File: config.mk
export PLATFORM = sky130hd
export DESIGN_NAME = afm_fault_manager
export DESIGN_NICKNAME = d
export VERILOG_FILES = /design/src/rtl/afm_dc_detect.v /design/src/rtl/afm_fault_manager.v
export VERILOG_INCLUDE_DIRS = /design/src /design/src/common
export SDC_FILE = /design/constraint.sdc
export NUM_CORES = 1
export LEC_CHECK = 0
export BUFFER_PORTS_ARGS = -buffer_cell sky130_fd_sc_hd__buf_4
export CAP_MARGIN = 15
export CORE_ASPECT_RATIO = 0.5
export CORE_MARGIN = 2
export CORE_UTILIZATION = 40
export CTS_CLUSTER_SIZE = 28
export DETAILED_ROUTE_END_ITERATION = 6
export HOLD_SLACK_MARGIN = 0.15
export PLACE_DENSITY = 0.7
export SYNTH_ARGS = -nofsm -noshare
export SYNTH_HDL_FRONTEND = slang
export SYNTH_SLANG_ARGS = --single-unit
File: constraint.sdc
create_clock -name CLK_I -period 4.8 [get_ports CLK_I]
set_input_delay 0.96 -clock CLK_I [delete_from_list [all_inputs] [get_ports CLK_I]]
set_output_delay 0.96 -clock CLK_I [all_outputs]
set_load 0.005 [all_outputs]
File: src/common/afm_map.vh
// Register map, field positions, reset values and timing counts
// of the amplifier fault manager. Definitions only.
`ifndef AFM_MAP_VH
`define AFM_MAP_VH

// ----------------------------------------------------------------
// Register offsets (byte addresses, one 32-bit word each)
// ----------------------------------------------------------------
`define AFM_ADR_CTRL 8'h00
`define AFM_ADR_STATUS 8'h04
`define AFM_ADR_INT_STATUS 8'h08
`define AFM_ADR_INT_MASK 8'h0C

// ----------------------------------------------------------------
// Control fields
// ----------------------------------------------------------------
`define AFM_CTRL_SHUTDOWN_N 0
`define AFM_CTRL_PBTL 1
`define AFM_CTRL_FREQ_8X 2
`define AFM_CTRL_RESET 3'h1

// ----------------------------------------------------------------
// Error bits shared by status, interrupt status and mask, then status-only bits
// ----------------------------------------------------------------
`define AFM_ERR_OV 0
`define AFM_ERR_UV 1
`define AFM_ERR_CLK 2
`define AFM_ERR_OC 3
`define AFM_ERR_DC 4
`define AFM_ERR_OT 5
`define AFM_ERR_W 6
`define AFM_ST_FAULT 6
`define AFM_ST_AMP_EN 7
`define AFM_ST_HW_MODE 8
`define AFM_ST_W 9

// ----------------------------------------------------------------
// Timing
// ----------------------------------------------------------------
`define AFM_CLK_HZ 10000000
`define AFM_DC_PERSIST_MS 420
`define AFM_DC_PERSIST_CYC (`AFM_DC_PERSIST_MS * (`AFM_CLK_HZ / 1000))
`define AFM_DC_DUTY_PCT 60
`define AFM_DC_WIN_CYC 256
`define AFM_FAULT_TIMEOUT_CYC 10000

`endif

File: src/rtl/afm_dc_detect.v
// Differential duty-cycle DC detector for one output channel.
// Assumes pos_i/neg_i are already synchronised to clk_i.
`timescale 1ns/10ps
module afm_dc_detect #(
  parameter WIN_CYC = 256,
  parameter DUTY_PCT = 60,
  parameter PERSIST_CYC = 4200000
) (
  // Clock and reset
  input wire clk_i,
  input wire arst_n_i,
  // Output stage polarity
  input wire pos_i,
  input wire neg_i,
  // Result
  output reg dc_o
);

  localparam [15:0] WIN_LAST = WIN_CYC - 1;
  localparam [15:0] THR = (WIN_CYC * DUTY_PCT) / 100;
  localparam [23:0] PERSIST = PERSIST_CYC;
  localparam [23:0] WIN24 = WIN_CYC;

  reg [15:0] win_reg;
  reg [15:0] pos_reg;
  reg [15:0] neg_reg;
  reg [23:0] run_reg;
  reg pol_reg;
  reg act_reg;
  wire win_end = (win_reg == WIN_LAST);
  wire pos_tot = pos_i & ~neg_i;
  wire neg_tot = neg_i & ~pos_i;
  wire [15:0] pos_fin = pos_reg + {15'h0000, pos_tot};
  wire [15:0] neg_fin = neg_reg + {15'h0000, neg_tot};
  wire hi_pos = (pos_fin > THR);
  wire hi_neg = (neg_fin > THR);

  // ----------------------------------------------------------------
  // Window duty measurement and polarity persistence
  // ----------------------------------------------------------------
  always @(posedge clk_i or negedge arst_n_i) begin
    if (!arst_n_i) begin
      win_reg <= 16'h0000;
      pos_reg <= 16'h0000;
      neg_reg <= 16'h0000;
      run_reg <= 24'h000000;
      pol_reg <= 1'b0;
      act_reg <= 1'b0;
      dc_o <= 1'b0;
    end else begin
      if (win_end) begin
        win_reg <= 16'h0000;
        pos_reg <= 16'h0000;
        neg_reg <= 16'h0000;
        // Same polarity above threshold extends the run
        if ((hi_pos || hi_neg) && act_reg && (pol_reg == hi_pos)) begin
          if (run_reg <= PERSIST) begin
            run_reg <= run_reg + WIN24;
          end
        end else if (hi_pos || hi_neg) begin
          run_reg <= WIN24;
          pol_reg <= hi_pos;
          act_reg <= 1'b1;
        end else begin
          run_reg <= 24'h000000;
          act_reg <= 1'b0;
        end
      end else begin
        win_reg <= win_reg + 16'h0001;
        pos_reg <= pos_fin;
        neg_reg <= neg_fin;
      end
      // Strictly longer than the persistence interval
      dc_o <= act_reg && (run_reg > PERSIST);
    end
  end

endmodule // afm_dc_detect

File: src/rtl/afm_fault_manager.v
// Fault classification, open-drain fault pin and Wishbone registers
// of a stereo class-D amplifier. Error flags come from analog
// comparators outside; all input pins except the Wishbone bus are asynchronous to CLK_I.
`timescale 1ns/10ps
`include "afm_map.vh"
module afm_fault_manager #(
  parameter FAULT_TIMEOUT_CYC = `AFM_FAULT_TIMEOUT_CYC,
  parameter DC_PERSIST_CYC = `AFM_DC_PERSIST_CYC,
  parameter DC_WIN_CYC = `AFM_DC_WIN_CYC
) (
  // Clock and reset
  input wire CLK_I,
  input wire ARST_N_I,
  // Wishbone slave
  input wire CYC_I,
  input wire STB_I,
  input wire WE_I,
  input wire [7:0] ADR_I,
  input wire [3:0] SEL_I,
  input wire [31:0] DAT_I,
  output reg [31:0] DAT_O,
  output reg ACK_O,
  // Straps
  input wire MODE_HW_I,
  input wire PBTL_I,
  input wire FREQ_8X_I,
  // Shutdown pin
  input wire AMP_SHUTDOWN_N_I,
  // Protection comparators
  input wire OVERVOLTAGE_I,
  input wire UNDERVOLTAGE_I,
  input wire OVERCURRENT_I,
  input wire OVERTEMP_I,
  input wire OVERTEMP_HYST_I,
  // Clock monitor
  input wire CLK_RATIO_BAD_I,
  input wire CLK_RATE_BAD_I,
  input wire CLK_STOPPED_I,
  // Output stage polarity per channel
  input wire [1:0] PWM_POS_I,
  input wire [1:0] PWM_NEG_I,
  // Fault pin, open drain
  output wire AMP_FAULT_N_O,
  output reg AMP_FAULT_N_OE_O,
  // Amplifier control
  output reg AMP_ENABLE_O,
  output reg CFG_PBTL_O,
  output reg CFG_FREQ_8X_O,
  // Interrupt
  output reg IRQ_O
);

  localparam NSYNC = 16;
  localparam [23:0] TMO = FAULT_TIMEOUT_CYC;

  // ----------------------------------------------------------------
  // Input synchronisers
  // ----------------------------------------------------------------
  wire [NSYNC-1:0] async_in = {PWM_NEG_I, PWM_POS_I, FREQ_8X_I, PBTL_I, MODE_HW_I,
    CLK_STOPPED_I, CLK_RATE_BAD_I, CLK_RATIO_BAD_I, OVERTEMP_HYST_I, OVERTEMP_I,
    OVERCURRENT_I, UNDERVOLTAGE_I, OVERVOLTAGE_I, AMP_SHUTDOWN_N_I};
  reg [NSYNC-1:0] meta_reg;
  reg [NSYNC-1:0] sync_reg;

  genvar gi;
  generate
    for (gi = 0; gi < NSYNC; gi = gi + 1) begin : g_sync
      always @(posedge CLK_I or negedge ARST_N_I) begin
        if (!ARST_N_I) begin
          meta_reg[gi] <= 1'b0;
          sync_reg[gi] <= 1'b0;
        end else begin
          meta_reg[gi] <= async_in[gi];
          sync_reg[gi] <= meta_reg[gi];
        end
      end
    end
  endgenerate

  wire sd_pin = sync_reg[0];
  wire ov = sync_reg[1];
  wire uv = sync_reg[2];
  wire oc = sync_reg[3];
  wire ot = sync_reg[4];
  wire ot_hyst = sync_reg[5];
  wire clk_err = sync_reg[6] | sync_reg[7] | sync_reg[8];
  wire strap_hw = sync_reg[9];
  wire strap_pbtl = sync_reg[10];
  wire strap_f8x = sync_reg[11];
  wire [1:0] pos_s = sync_reg[13:12];
  wire [1:0] neg_s = sync_reg[15:14];

  // ----------------------------------------------------------------
  // Strap capture after reset release
  // ----------------------------------------------------------------
  // Straps are only trusted once both sync stages hold pin values
  reg [1:0] start_reg;
  reg hw_mode_reg;
  always @(posedge CLK_I or negedge ARST_N_I) begin
    if (!ARST_N_I) begin
      start_reg <= 2'h0;
      hw_mode_reg <= 1'b0;
    end else if (start_reg != 2'h3) begin
      start_reg <= start_reg + 2'h1;
      if (start_reg == 2'h2) begin
        hw_mode_reg <= strap_hw;
      end
    end
  end
  wire started = (start_reg == 2'h3);

  // ----------------------------------------------------------------
  // DC detectors
  // ----------------------------------------------------------------
  wire [1:0] dc_ch;
  generate
    for (gi = 0; gi < 2; gi = gi + 1) begin : g_dc
      afm_dc_detect #(
        .WIN_CYC(DC_WIN_CYC),
        .DUTY_PCT(`AFM_DC_DUTY_PCT),
        .PERSIST_CYC(DC_PERSIST_CYC)
      ) u_dc (
        .clk_i(CLK_I),
        .arst_n_i(ARST_N_I),
        .pos_i(pos_s[gi]),
        .neg_i(neg_s[gi]),
        .dc_o(dc_ch[gi])
      );
    end
  endgenerate
  wire dc_any = |dc_ch;

  // ----------------------------------------------------------------
  // Wishbone decode
  // ----------------------------------------------------------------
  function hit;
    input [7:0] adr;
    input [7:0] off;
    begin
      hit = (adr[7:2] == off[7:2]);
    end
  endfunction

  wire wb_req = CYC_I & STB_I & ~ACK_O;
  wire wb_wr = wb_req & WE_I & SEL_I[0];
  wire wr_ctrl = wb_wr & hit(ADR_I, `AFM_ADR_CTRL);
  wire wr_ist = wb_wr & hit(ADR_I, `AFM_ADR_INT_STATUS);
  wire wr_imask = wb_wr & hit(ADR_I, `AFM_ADR_INT_MASK);

  reg [2:0] ctrl_reg;
  always @(posedge CLK_I or negedge ARST_N_I) begin
    if (!ARST_N_I) begin
      ctrl_reg <= `AFM_CTRL_RESET;
    end else if (wr_ctrl && !hw_mode_reg) begin
      ctrl_reg <= DAT_I[2:0];
    end
  end

  // Shutdown bit only counts in software mode
  wire sd_eff = sd_pin & (hw_mode_reg | ctrl_reg[`AFM_CTRL_SHUTDOWN_N]);

  // ----------------------------------------------------------------
  // Latching errors and fault timeout
  // ----------------------------------------------------------------
  reg oc_lat_reg;
  reg dc_lat_reg;
  reg ot_lat_reg;
  reg sd_low_seen_reg;
  reg [23:0] tmr_reg;
  wire lat_any = oc_lat_reg | dc_lat_reg | ot_lat_reg;
  wire tmr_done = (tmr_reg >= TMO);
  // Released while shutdown may still be low, so a fault pin tied
  // to the shutdown pin can free itself after the timeout
  wire lat_clear = lat_any & tmr_done & sd_low_seen_reg & ~(ot_lat_reg & ot_hyst);

  always @(posedge CLK_I or negedge ARST_N_I) begin
    if (!ARST_N_I) begin
      oc_lat_reg <= 1'b0;
      dc_lat_reg <= 1'b0;
      ot_lat_reg <= 1'b0;
      sd_low_seen_reg <= 1'b0;
      tmr_reg <= 24'h000000;
    end else if (started) begin
      if (lat_clear) begin
        // Errors still present latch again next cycle out of shutdown
        oc_lat_reg <= 1'b0;
        dc_lat_reg <= 1'b0;
        ot_lat_reg <= 1'b0;
        sd_low_seen_reg <= 1'b0;
        tmr_reg <= 24'h000000;
      end else begin
        // Detection only while out of shutdown
        if (sd_eff) begin
          oc_lat_reg <= oc_lat_reg | oc;
          dc_lat_reg <= dc_lat_reg | dc_any;
          ot_lat_reg <= ot_lat_reg | ot;
        end
        if (lat_any) begin
          if (!sd_eff) begin
            sd_low_seen_reg <= 1'b1;
          end
          if (!tmr_done) begin
            tmr_reg <= tmr_reg + 24'h000001;
          end
        end
      end
    end
  end

  // ----------------------------------------------------------------
  // Fault pin and amplifier enable
  // ----------------------------------------------------------------
  assign AMP_FAULT_N_O = 1'b0;
  always @(posedge CLK_I or negedge ARST_N_I) begin
    if (!ARST_N_I) begin
      AMP_FAULT_N_OE_O <= 1'b0;
      AMP_ENABLE_O <= 1'b0;
      CFG_PBTL_O <= 1'b0;
      CFG_FREQ_8X_O <= 1'b0;
    end else begin
      // Only latched and clock errors pull the line
      AMP_FAULT_N_OE_O <= started & (lat_any | clk_err);
      // Voltage and clock errors mute without latching
      AMP_ENABLE_O <= started & sd_eff & ~lat_any & ~clk_err & ~ov & ~uv;
      if (hw_mode_reg) begin
        CFG_PBTL_O <= strap_pbtl;
        CFG_FREQ_8X_O <= strap_f8x;
      end else begin
        CFG_PBTL_O <= ctrl_reg[`AFM_CTRL_PBTL];
        CFG_FREQ_8X_O <= ctrl_reg[`AFM_CTRL_FREQ_8X];
      end
    end
  end

  // ----------------------------------------------------------------
  // Status and interrupts
  // ----------------------------------------------------------------
  wire [`AFM_ERR_W-1:0] err_now = {ot_lat_reg, dc_lat_reg, oc_lat_reg, clk_err, uv, ov};
  wire [`AFM_ST_W-1:0] status = {hw_mode_reg, AMP_ENABLE_O, AMP_FAULT_N_OE_O, err_now};
  reg [`AFM_ERR_W-1:0] err_prev_reg;
  reg [`AFM_ERR_W-1:0] ist_reg;
  reg [`AFM_ERR_W-1:0] imask_reg;
  wire [`AFM_ERR_W-1:0] err_rise = err_now & ~err_prev_reg & {`AFM_ERR_W{started}};
  wire [`AFM_ERR_W-1:0] ist_clr = wr_ist ? DAT_I[`AFM_ERR_W-1:0] : {`AFM_ERR_W{1'b0}};

  always @(posedge CLK_I or negedge ARST_N_I) begin
    if (!ARST_N_I) begin
      err_prev_reg <= {`AFM_ERR_W{1'b0}};
      ist_reg <= {`AFM_ERR_W{1'b0}};
      imask_reg <= {`AFM_ERR_W{1'b0}};
      IRQ_O <= 1'b0;
    end else begin
      err_prev_reg <= err_now;
      // A new event wins over a clear in the same cycle
      ist_reg <= (ist_reg & ~ist_clr) | err_rise;
      if (wr_imask) begin
        imask_reg <= DAT_I[`AFM_ERR_W-1:0];
      end
      IRQ_O <= |(ist_reg & imask_reg);
    end
  end

  // ----------------------------------------------------------------
  // Read data and acknowledge
  // ----------------------------------------------------------------
  always @(posedge CLK_I or negedge ARST_N_I) begin
    if (!ARST_N_I) begin
      ACK_O <= 1'b0;
      DAT_O <= 32'h00000000;
    end else begin
      ACK_O <= wb_req;
      if (wb_req && !WE_I) begin
        if (hit(ADR_I, `AFM_ADR_CTRL)) begin
          DAT_O <= {29'h00000000, ctrl_reg};
        end else if (hit(ADR_I, `AFM_ADR_STATUS)) begin
          DAT_O <= {23'h000000, status};
        end else if (hit(ADR_I, `AFM_ADR_INT_STATUS)) begin
          DAT_O <= {26'h0000000, ist_reg};
        end else if (hit(ADR_I, `AFM_ADR_INT_MASK)) begin
          DAT_O <= {26'h0000000, imask_reg};
        end else begin
          DAT_O <= 32'h00000000;
        end
      end
    end
  end

endmodule // afm_fault_manager

==> results summary, run 1 <==
By count the netlist is led by sky130_fd_sc_hd__dfrtp_1, sky130_fd_sc_hd__nor2_1, sky130_fd_sc_hd__nand2_1, sky130_fd_sc_hd__xnor2_1, sky130_fd_sc_hd__nand3_1. The top achievable clock speed is 308.4 MHz. The pin count of the biggest net entering global routing came out at 141. The cell count after placement came out at 1474. The number of distinct library cells after synthesis is 81.

The initial antenna violation count came out at 0. The register-to-register path setup slack is 1.56 ns. The first TritonRoute pass finished after 5 iterations. The cell at the root of the clock tree is sky130_fd_sc_hd__clkbuf_16. STA classifies the critical path startpoint as a register.

Buffers placed on the I/O ports in this run total 48. The cell area after synthesis came out at 11120 um^2. Sorting the synthesized cells by area gives the leading types as sky130_fd_sc_hd__dfrtp_1, sky130_fd_sc_hd__nor2_1, sky130_fd_sc_hd__xnor2_1, sky130_fd_sc_hd__xor2_1, sky130_fd_sc_hd__nand2_1.

For this configuration, the core starts out at a cell density of 40.38%. The count of non-filler cells in the finished layout came out at 1516. Between clock sinks in the finished design, the worst skew comes to 0.01259 ns.

In the synthesized netlist the dominant register cell turns out to be sky130_fd_sc_hd__dfrtp_1. The worst hold-check slack came out at 0.3407 ns. For this block, the routed nets add up to 20490 um of wire.

Max-cap violations in this run came to 0. At the worst endpoint, the arrival time is 3.62 ns. The count of cells along the worst register-to-register path is 10. The number of H-tree levels came out at 1. The worst register-to-register path begins at pos_s[1].

The number of DRC markers in iteration 0 is 710. The first global-routing pass estimated 35820 um of wire. The highest ir drop seen on vdd came out at 0.0003007 V. The run finished with clean final reports.

The critical path is of the register to register type. The height of the die came out at 121.9 um. Relative to the synthesized area, the layout overhead comes to 12.19%.

Of all nets on the critical path, the largest fanout is 14. Setup repair after global routing left no endpoint under its margin. The count of endpoints failing hold in the final timing report is 0. The hold path endpoint is sync_reg[7]. The total routing usage reported by global routing is 14.73%. The via count is 7653. The leakage power of the design is 5.648 nW.

The number of hold buffers added after cts came out at 0. The final sum of negative setup slack came out at 0 ns. sky130_fd_sc_hd__dfrtp_1 takes more of the synthesized area than any other cell. After detailed routing, the number of remaining DRC violations is 0. Clock-pin slew was measured on the worst setup and hold paths at 0.06 ns.

The number of setup violations in the final report came out at 0. The headroom to the max-slew limit came out at 29.93%. The HPWL after detailed placement is 13800 um. The fraction of registers with async set/reset came out at 100.0%. The final RePlAce weighted congestion came out at 0.8232.

The post-synthesis instance total is 1076. The total number of clock tree sinks came out at 233. The post-CTS setup buffer count is 0. The row count came out at 43.

The actual transition at the worst max-transition pin is 1.051 ns. The via count of the first global-routing pass was 7562. STA puts the critical path data required time at 5.18 ns. The floorplan step defined a die boundary enclosing 29240 um^2. The total global routing overflow is 0. The number of antenna-violating nets in the routed design is 0. The number of filler cells placed in the layout is 2551. The path class of the tightest hold or removal check is register to register. STA classifies the critical path endpoint as a register. The post-CTS resize count came out at 0. The time the final worst path needs with I/O delays and setup is 3.242 ns.

The final cycle utilization of the critical path came out at 67.55%. The number of synthesis warnings is 0. The sequential element share of the synthesized area is 52.42%. The final standard cell area without fillers came out at 12480 um^2. The average wire per cell in the routed design is 13.51 um. The number of antenna cells inserted came out at 0. In this run the critical register-to-register path is captured at g_dc[1].u_dc.run_reg[14]. The share of the synthesized area in the top cell type came out at 52.19%. The hold path startpoint is meta_reg[7]. The clock reaches the later pin of the worst-skew pair after 0.52 ns. The longest clock path from root to sink contains 3 buffers.

The number of storage elements in the synthesis netlist came out at 233. The mean instance size in the synthesized netlist came out at 10.34 um^2. In this run, CTS created clock tree buffers numbering 23.

The number of nets in the final layout came out at 1200. The most used standard cell by instance count after synthesis is sky130_fd_sc_hd__dfrtp_1. TritonCTS built the clock tree.

The total power divided by cell area came out at 361.1 nW/um^2. The count of flip-flops with a built-in enable after synthesis is 0. The ratio of routed vias to standard cells came out at 5.048. Of the cells placed in the final design, the portion with a size suffix greater than 1 is 11.64%. In this run the cell area measured after placement is 11750 um^2. The top-level I/O count is 104. The max-slew violation count was 0. The number of cells on the worst hold path came out at 0. After floorplanning, the core was sized to cover 27550 um^2.

Measured along the x axis, the die boundary spans 239.8 um.
worst max path at each step:
| stage | from | end | depth (start not counted) |
|---|---|---|---|
| finish | pos_s[1] | g_dc[1].u_dc.run_reg[14] | 10 |
| global route | pos_s[1] | g_dc[1].u_dc.run_reg[20] | 10 |
| CTS | pos_s[1] | g_dc[1].u_dc.run_reg[14] | 10 |
| detailed placement | pos_s[1] | g_dc[1].u_dc.run_reg[15] | 10 |
| global placement | pos_s[0] | g_dc[0].u_dc.run_reg[9] | 10 |
| floorplan | pos_s[0] | g_dc[0].u_dc.run_reg[13] | 11 |
cell usage in the layout, fill, tap and decap left out, types with 5 or more instances in the layout:
cell type,n
sky130_fd_sc_hd__a211oi_1,6
sky130_fd_sc_hd__a21oi_1,13
sky130_fd_sc_hd__a22o_1,7
sky130_fd_sc_hd__a22oi_1,6
sky130_fd_sc_hd__a31oi_1,9
sky130_fd_sc_hd__a32o_1,9
sky130_fd_sc_hd__and2_1,17
sky130_fd_sc_hd__and3_1,19
sky130_fd_sc_hd__buf_4,51
sky130_fd_sc_hd__clkbuf_16,23
sky130_fd_sc_hd__clkbuf_8,6
sky130_fd_sc_hd__clkinv_2,6
sky130_fd_sc_hd__conb_1,24
sky130_fd_sc_hd__dfrtp_1,232
sky130_fd_sc_hd__ha_1,18
sky130_fd_sc_hd__inv_1,31
sky130_fd_sc_hd__mux2_2,15
sky130_fd_sc_hd__mux2i_1,5
sky130_fd_sc_hd__nand2_1,89
sky130_fd_sc_hd__nand3_1,56
sky130_fd_sc_hd__nand4_1,19
sky130_fd_sc_hd__nor2_1,157
sky130_fd_sc_hd__nor2b_1,13
sky130_fd_sc_hd__nor3_1,28
sky130_fd_sc_hd__nor4_1,20
sky130_fd_sc_hd__o21ai_0,29
sky130_fd_sc_hd__or3_1,11
sky130_fd_sc_hd__or4_1,7
sky130_fd_sc_hd__xnor2_1,62
sky130_fd_sc_hd__xor2_1,55
power by group:
group          internal [mW]  switching, mW  leakage (nW)
clock network          0.981          0.767         0.368
registers               2.11          0.207          3.01
logic                  0.211          0.232          2.27
logic make-up after synthesis:
group,Yosys count,share of synthesized area [%]
AND/OR/NAND/NOR,476,21.85
flip-flops,233,52.42
AO/OA/AOI/OAI,117,7.592
XOR/XNOR,117,9.212
buffers and inverters,91,4.285
multiplexers,23,2.576
adder cells (fa/ha/maj),18,2.025
other,1,0.03371
layer usage:
metal | vias up | part of all wire [%] | track usage (%)
met4 | 0 | 2.2 | 4.076
met2 | 103 | 46 | 24.66
met5 | - | 0 | 0
li1 | 3754 | - | -
met3 | 32 | 3.6 | 2.765
met1 | 3764 | 48 | 19.76
layout make-up:
class / count / area (um^2) / share of cell area (%)
Clock buffer: 33 / 673.1 / 5.393
Clock inverter: 9 / 56.30 / 0.4511
Inverter: 31 / 116.4 / 0.9323
Multi-Input combinational cell: 775 / 4907 / 39.32
Sequential cell: 233 / 5832 / 46.73
Tap cell: 382 / 478.0 / 3.830
Timing Repair Buffer: 53 / 417.9 / 3.348
worst max-delay path, cell delays in order, from the launching register on:
cell and delay, ns:
sky130_fd_sc_hd__dfrtp_1 0.38, sky130_fd_sc_hd__nor2b_1 0.22, sky130_fd_sc_hd__ha_1 0.34, sky130_fd_sc_hd__nand2_1 0.17, sky130_fd_sc_hd__nor3_1 0.43, sky130_fd_sc_hd__nor4bb_1 0.34, sky130_fd_sc_hd__o22ai_1 0.17, sky130_fd_sc_hd__nor4_4 0.23
sky130_fd_sc_hd__and4bb_4 0.30, sky130_fd_sc_hd__nor3_4 0.42, sky130_fd_sc_hd__nor2_1 0.11
metrics by stage:
| stage | util (%) | setup slack (ns) | total power [mW] |
|---|---|---|---|
| floorplan | - | 1.981 | 2.674 |
| global placement | 42.66 | 1.609 | 2.761 |
| detailed placement | 42.66 | 1.542 | 2.798 |
| CTS | 45.31 | 1.516 | 4.570 |
| global route | 45.31 | 1.129 | 4.754 |
| finish | 45.31 | 1.558 | 4.507 |
(Power assumes the default switching activity.)
==> inputs of run 2 (changes only) <==
PLACE_DENSITY = 0.72   (was 0.7)
clock period = 2.92 ns   (was 4.8 ns; I/O delays follow)
==> run 2 against run 1 <==
Compared with the run above:
- clock power increased by 76%
- power grew 71%
- non-clock buffer count is 30 higher
- die area did not move
- clock skew increased by 0.0051 ns
- combinational power is 81% higher
- final area rose by 3.7%
- via count grew 3.8%
- count of clock-buffer cells in the layout fell by 3
- highest routed layer unchanged
- sequential power grew 64%
==> results summary, run 2 (same netlist as run 1, synthesis figures left out) <==
Result of the run: completed (unchanged). The share of power burned in combinational logic is 10.4% (was 9.8%). The height of the die came out at 121.9 um (unchanged). The HPWL after detailed placement came out at 14520 um (was 13800 um). The CTS tree is built (unchanged). The total routing usage reported by global routing is 15.09% (was 14.73%). The clock network power share came to 40.1% (was 38.8%).

The ratio of routed vias to standard cells is 5.134 (was 5.048). The core box area came out at 27550 um^2 (unchanged). The count of endpoints failing hold in the final timing report came to 0 (unchanged). The leading cell type in the layout, fill and taps excluded was sky130_fd_sc_hd__dfrtp_1 (unchanged). The number of filler cells placed in the layout came out at 2461 (was 2551). The capture point of the critical path is g_dc[0].u_dc.run_reg[23] (was g_dc[1].u_dc.run_reg[14]). The critical register-to-register path startpoint is neg_s[0] (was pos_s[1]).

The number of setup violations in the final report came out at 0 (unchanged). The actual transition at the worst max-transition pin came out at 0.5770 ns (was 1.051 ns). The sequential share of power is 49.5% (was 51.4%). The final sum of negative setup slack came out at 0 ns (unchanged). The count of non-filler cells in the finished layout came to 1548 (was 1516). The via count of the first global-routing pass is 7982 (was 7562).

The startpoint of the most critical setup path is neg_s[0] (was pos_s[1]). The top achievable clock speed came out at 357.8 MHz (was 308.4 MHz). The horizontal extent of the die is 239.8 um (unchanged). The pin count of the biggest net entering global routing was 77 (was 141). The net switching power came out at 1.977 mW (was 1.206 mW). The total global routing overflow came out at 0 (unchanged). The arrival time at the worst endpoint came out at 3.24 ns (was 3.62 ns). The leakage power of the design was 5.854 nW (was 5.648 nW). The type of element capturing the critical path was a register (unchanged). The worst flop-to-flop path endpoint is g_dc[0].u_dc.run_reg[23] (was g_dc[1].u_dc.run_reg[14]). The clock edge transition at the registers on the reported setup and hold paths was 0.07 ns (was 0.06 ns). The total number of clock tree sinks came to 233 (unchanged).

The fraction of layout instances using a drive strength above 1 came out at 15.54% (was 11.64%). The total length of routed wires is 21270 um (was 20490 um). The row count is 43 (unchanged). The highest ir drop seen on vdd came to 0.0004213 V (was 0.0003007 V). The classification of the worst-slack hold path was primary input to register (was register to register). The internal power consumption is 5.720 mW (was 3.301 mW).

The worst setup skew after layout is 0.01773 ns (was 0.01259 ns). The number of antenna-violating nets in the routed design is 0 (unchanged). The number of nets in the final layout is 1231 (was 1200). The wire length of the first global-routing pass came out at 37230 um (was 35820 um). The max-slew violation count came out at 0 (unchanged). The maximum single-stage delay on the critical path is 0.46 ns (was 0.43 ns).

The clock buffer count from CTS is 23 (unchanged). The via count came out at 7947 (was 7653). The combined area of the multi-input logic cells is 5049 um^2 (was 4907 um^2).

The top-level I/O count came out at 104 (unchanged). Cell-by-cell listing of the critical path: nor2b_4 > ha_4 > nand3_1 > nor4_2 > buf_4 > mux2i_1 > o2111ai_1 > or4_4 > o21a_4 > o21a_2 > nor2b_1 (was nor2b_1 > ha_1 > nand2_1 > nor3_1 > nor4bb_1 > o22ai_1 > nor4_4 > and4bb_4 > nor3_4 > nor2_1). The number of max-capacitance violations reported was 0 (unchanged).

The initial antenna violation count is 1 (was 0). The count of cells along the worst register-to-register path came out at 11 (was 10). The total power divided by cell area is 594.8 nW/um^2 (was 361.1 nW/um^2). The switching portion of total power is 25.69% (was 26.76%). The number of H-tree levels came to 1 (unchanged).

The full die area was 29240 um^2 (unchanged). The register-to-register path setup slack was 0.13 ns (was 1.56 ns). The type of the worst setup path is register to register (unchanged). The cell count after placement is 1500 (was 1474). The maximum fanout encountered on the critical timing path is 8 (was 14). The latest clock arrival within the worst-skew pair came to 0.52 ns (about the same). The count of buffers from port buffering is 48 (unchanged). The kind of start point of the critical path is a register (unchanged). The average wire per cell in the routed design was 13.74 um (was 13.51 um). The time the final worst path needs with I/O delays and setup came to 2.794 ns (was 3.242 ns). The critical path's slowest cell is sky130_fd_sc_hd__or4_4 (was sky130_fd_sc_hd__nor3_1). The cell at the root of the clock tree is sky130_fd_sc_hd__clkbuf_16 (unchanged). The combined flip-flop and latch cell area is 5834 um^2 (was 5832 um^2). The post-synthesis to final-layout area growth is 16.32% (was 12.19%). The final cycle utilization of the critical path is 95.70% (was 67.55%). The number of DRC markers in iteration 0 is 595 (was 710).

The count of TritonRoute iterations in the first routing pass came to 5 (unchanged). The minimum setup slack after placement is 0.01238 ns (was 1.542 ns). The count of unresolved DRC violations after routing is 0 (unchanged). The final RePlAce weighted congestion is 0.8269 (was 0.8232). The final worst slack is 0.1255 ns (was 1.558 ns). The endpoint required time on the critical path is 3.37 ns (was 5.18 ns). The headroom to the max-slew limit is 61.54% (was 29.93%). The maximum buffer depth of the clock tree was 3 (unchanged). Most frequent cells in the layout: sky130_fd_sc_hd__dfrtp_1, sky130_fd_sc_hd__nor2_1, sky130_fd_sc_hd__nand2_1, sky130_fd_sc_hd__buf_4, sky130_fd_sc_hd__xnor2_1 (was sky130_fd_sc_hd__dfrtp_1, sky130_fd_sc_hd__nor2_1, sky130_fd_sc_hd__nand2_1, sky130_fd_sc_hd__xnor2_1, sky130_fd_sc_hd__nand3_1). The initial cell density of the core is 40.38% (unchanged).
[run 2: critical path: cells and delay by family (launching register included)]
family,cells,cell delay [ns]
buffers and inverters,1,0.17
adders and majority gates,1,0.20
muxes,1,0.20
DFF,1,0.40
AOI/OAI and AO/OA,3,0.72
and+or+nand+nor,5,1.02
[run 2: layout make-up]
type	count	share of cell area, %
diodes	1	0.01934
clock buffers	30	4.806
clock inverters	12	1.296
inverters	31	0.8992
multi-input cells	776	39.02
flip-flops and latches	233	45.09
well taps	382	3.694
repair buffers	83	5.183
[run 2: routing by layer]
layer	share of wire [%]	wire length [um]	GRT usage, %	vias up
met5	0	0	0	-
met4	1.8	391	3.533	0
met3	3.0	637	2.221	30
met2	51	10760	27.23	118
met1	45	9481	19.29	3990
li1	-	-	-	3809
[run 2: what timing repair did]
action | 4_1_cts | 5_1_grt
buffers inserted | 0 | 3
pin swaps | 0 | 7
resized for setup | 1 | 28
setup endpoints to repair | 1 | 31
gates cloned | 0 | 1
hold buffers | 1 | 0
hold endpoints to repair | 71 | 0
[run 2: worst min path at each step]
stage                   from      endpoint  slack [ns]  cells after the start
2_1_floorplan       ARST_N_I         ACK_O        0.29                      0
3_3_place_gp     meta_reg[8]   sync_reg[8]        0.34                      0
3_5_place_dp    meta_reg[15]      neg_s[1]        0.33                      0
4_1_cts        OVERCURRENT_I   meta_reg[3]        0.16                      1
5_1_grt            FREQ_8X_I  meta_reg[11]        0.15                      1
6_report       OVERCURRENT_I   meta_reg[3]        0.17                      1
[run 2: stage by stage]
stage / hold slack (ns) / utilization (%) / cell area [um^2] / power [mW]
2_1_floorplan: 0.2884 / - / 11210 / 4.395
3_3_place_gp: 0.3351 / 43.46 / 11970 / 4.572
3_5_place_dp: 0.3347 / 43.46 / 11970 / 4.636
4_1_cts: 0.1554 / 46.37 / 12770 / 7.755
5_1_grt: 0.1514 / 46.97 / 12940 / 8.094
6_report: 0.1701 / 46.97 / 12940 / 7.697
[run 2: power by group through the flow]
stage               clock network, mW  registers, mW  logic, mW
floorplan                           0           3.69      0.703
global placement                    0           3.83      0.746
detailed placement                  0           3.85      0.787
CTS                              3.17           3.79      0.793
global route                     3.31           3.86      0.924
finish                           3.08           3.81      0.801
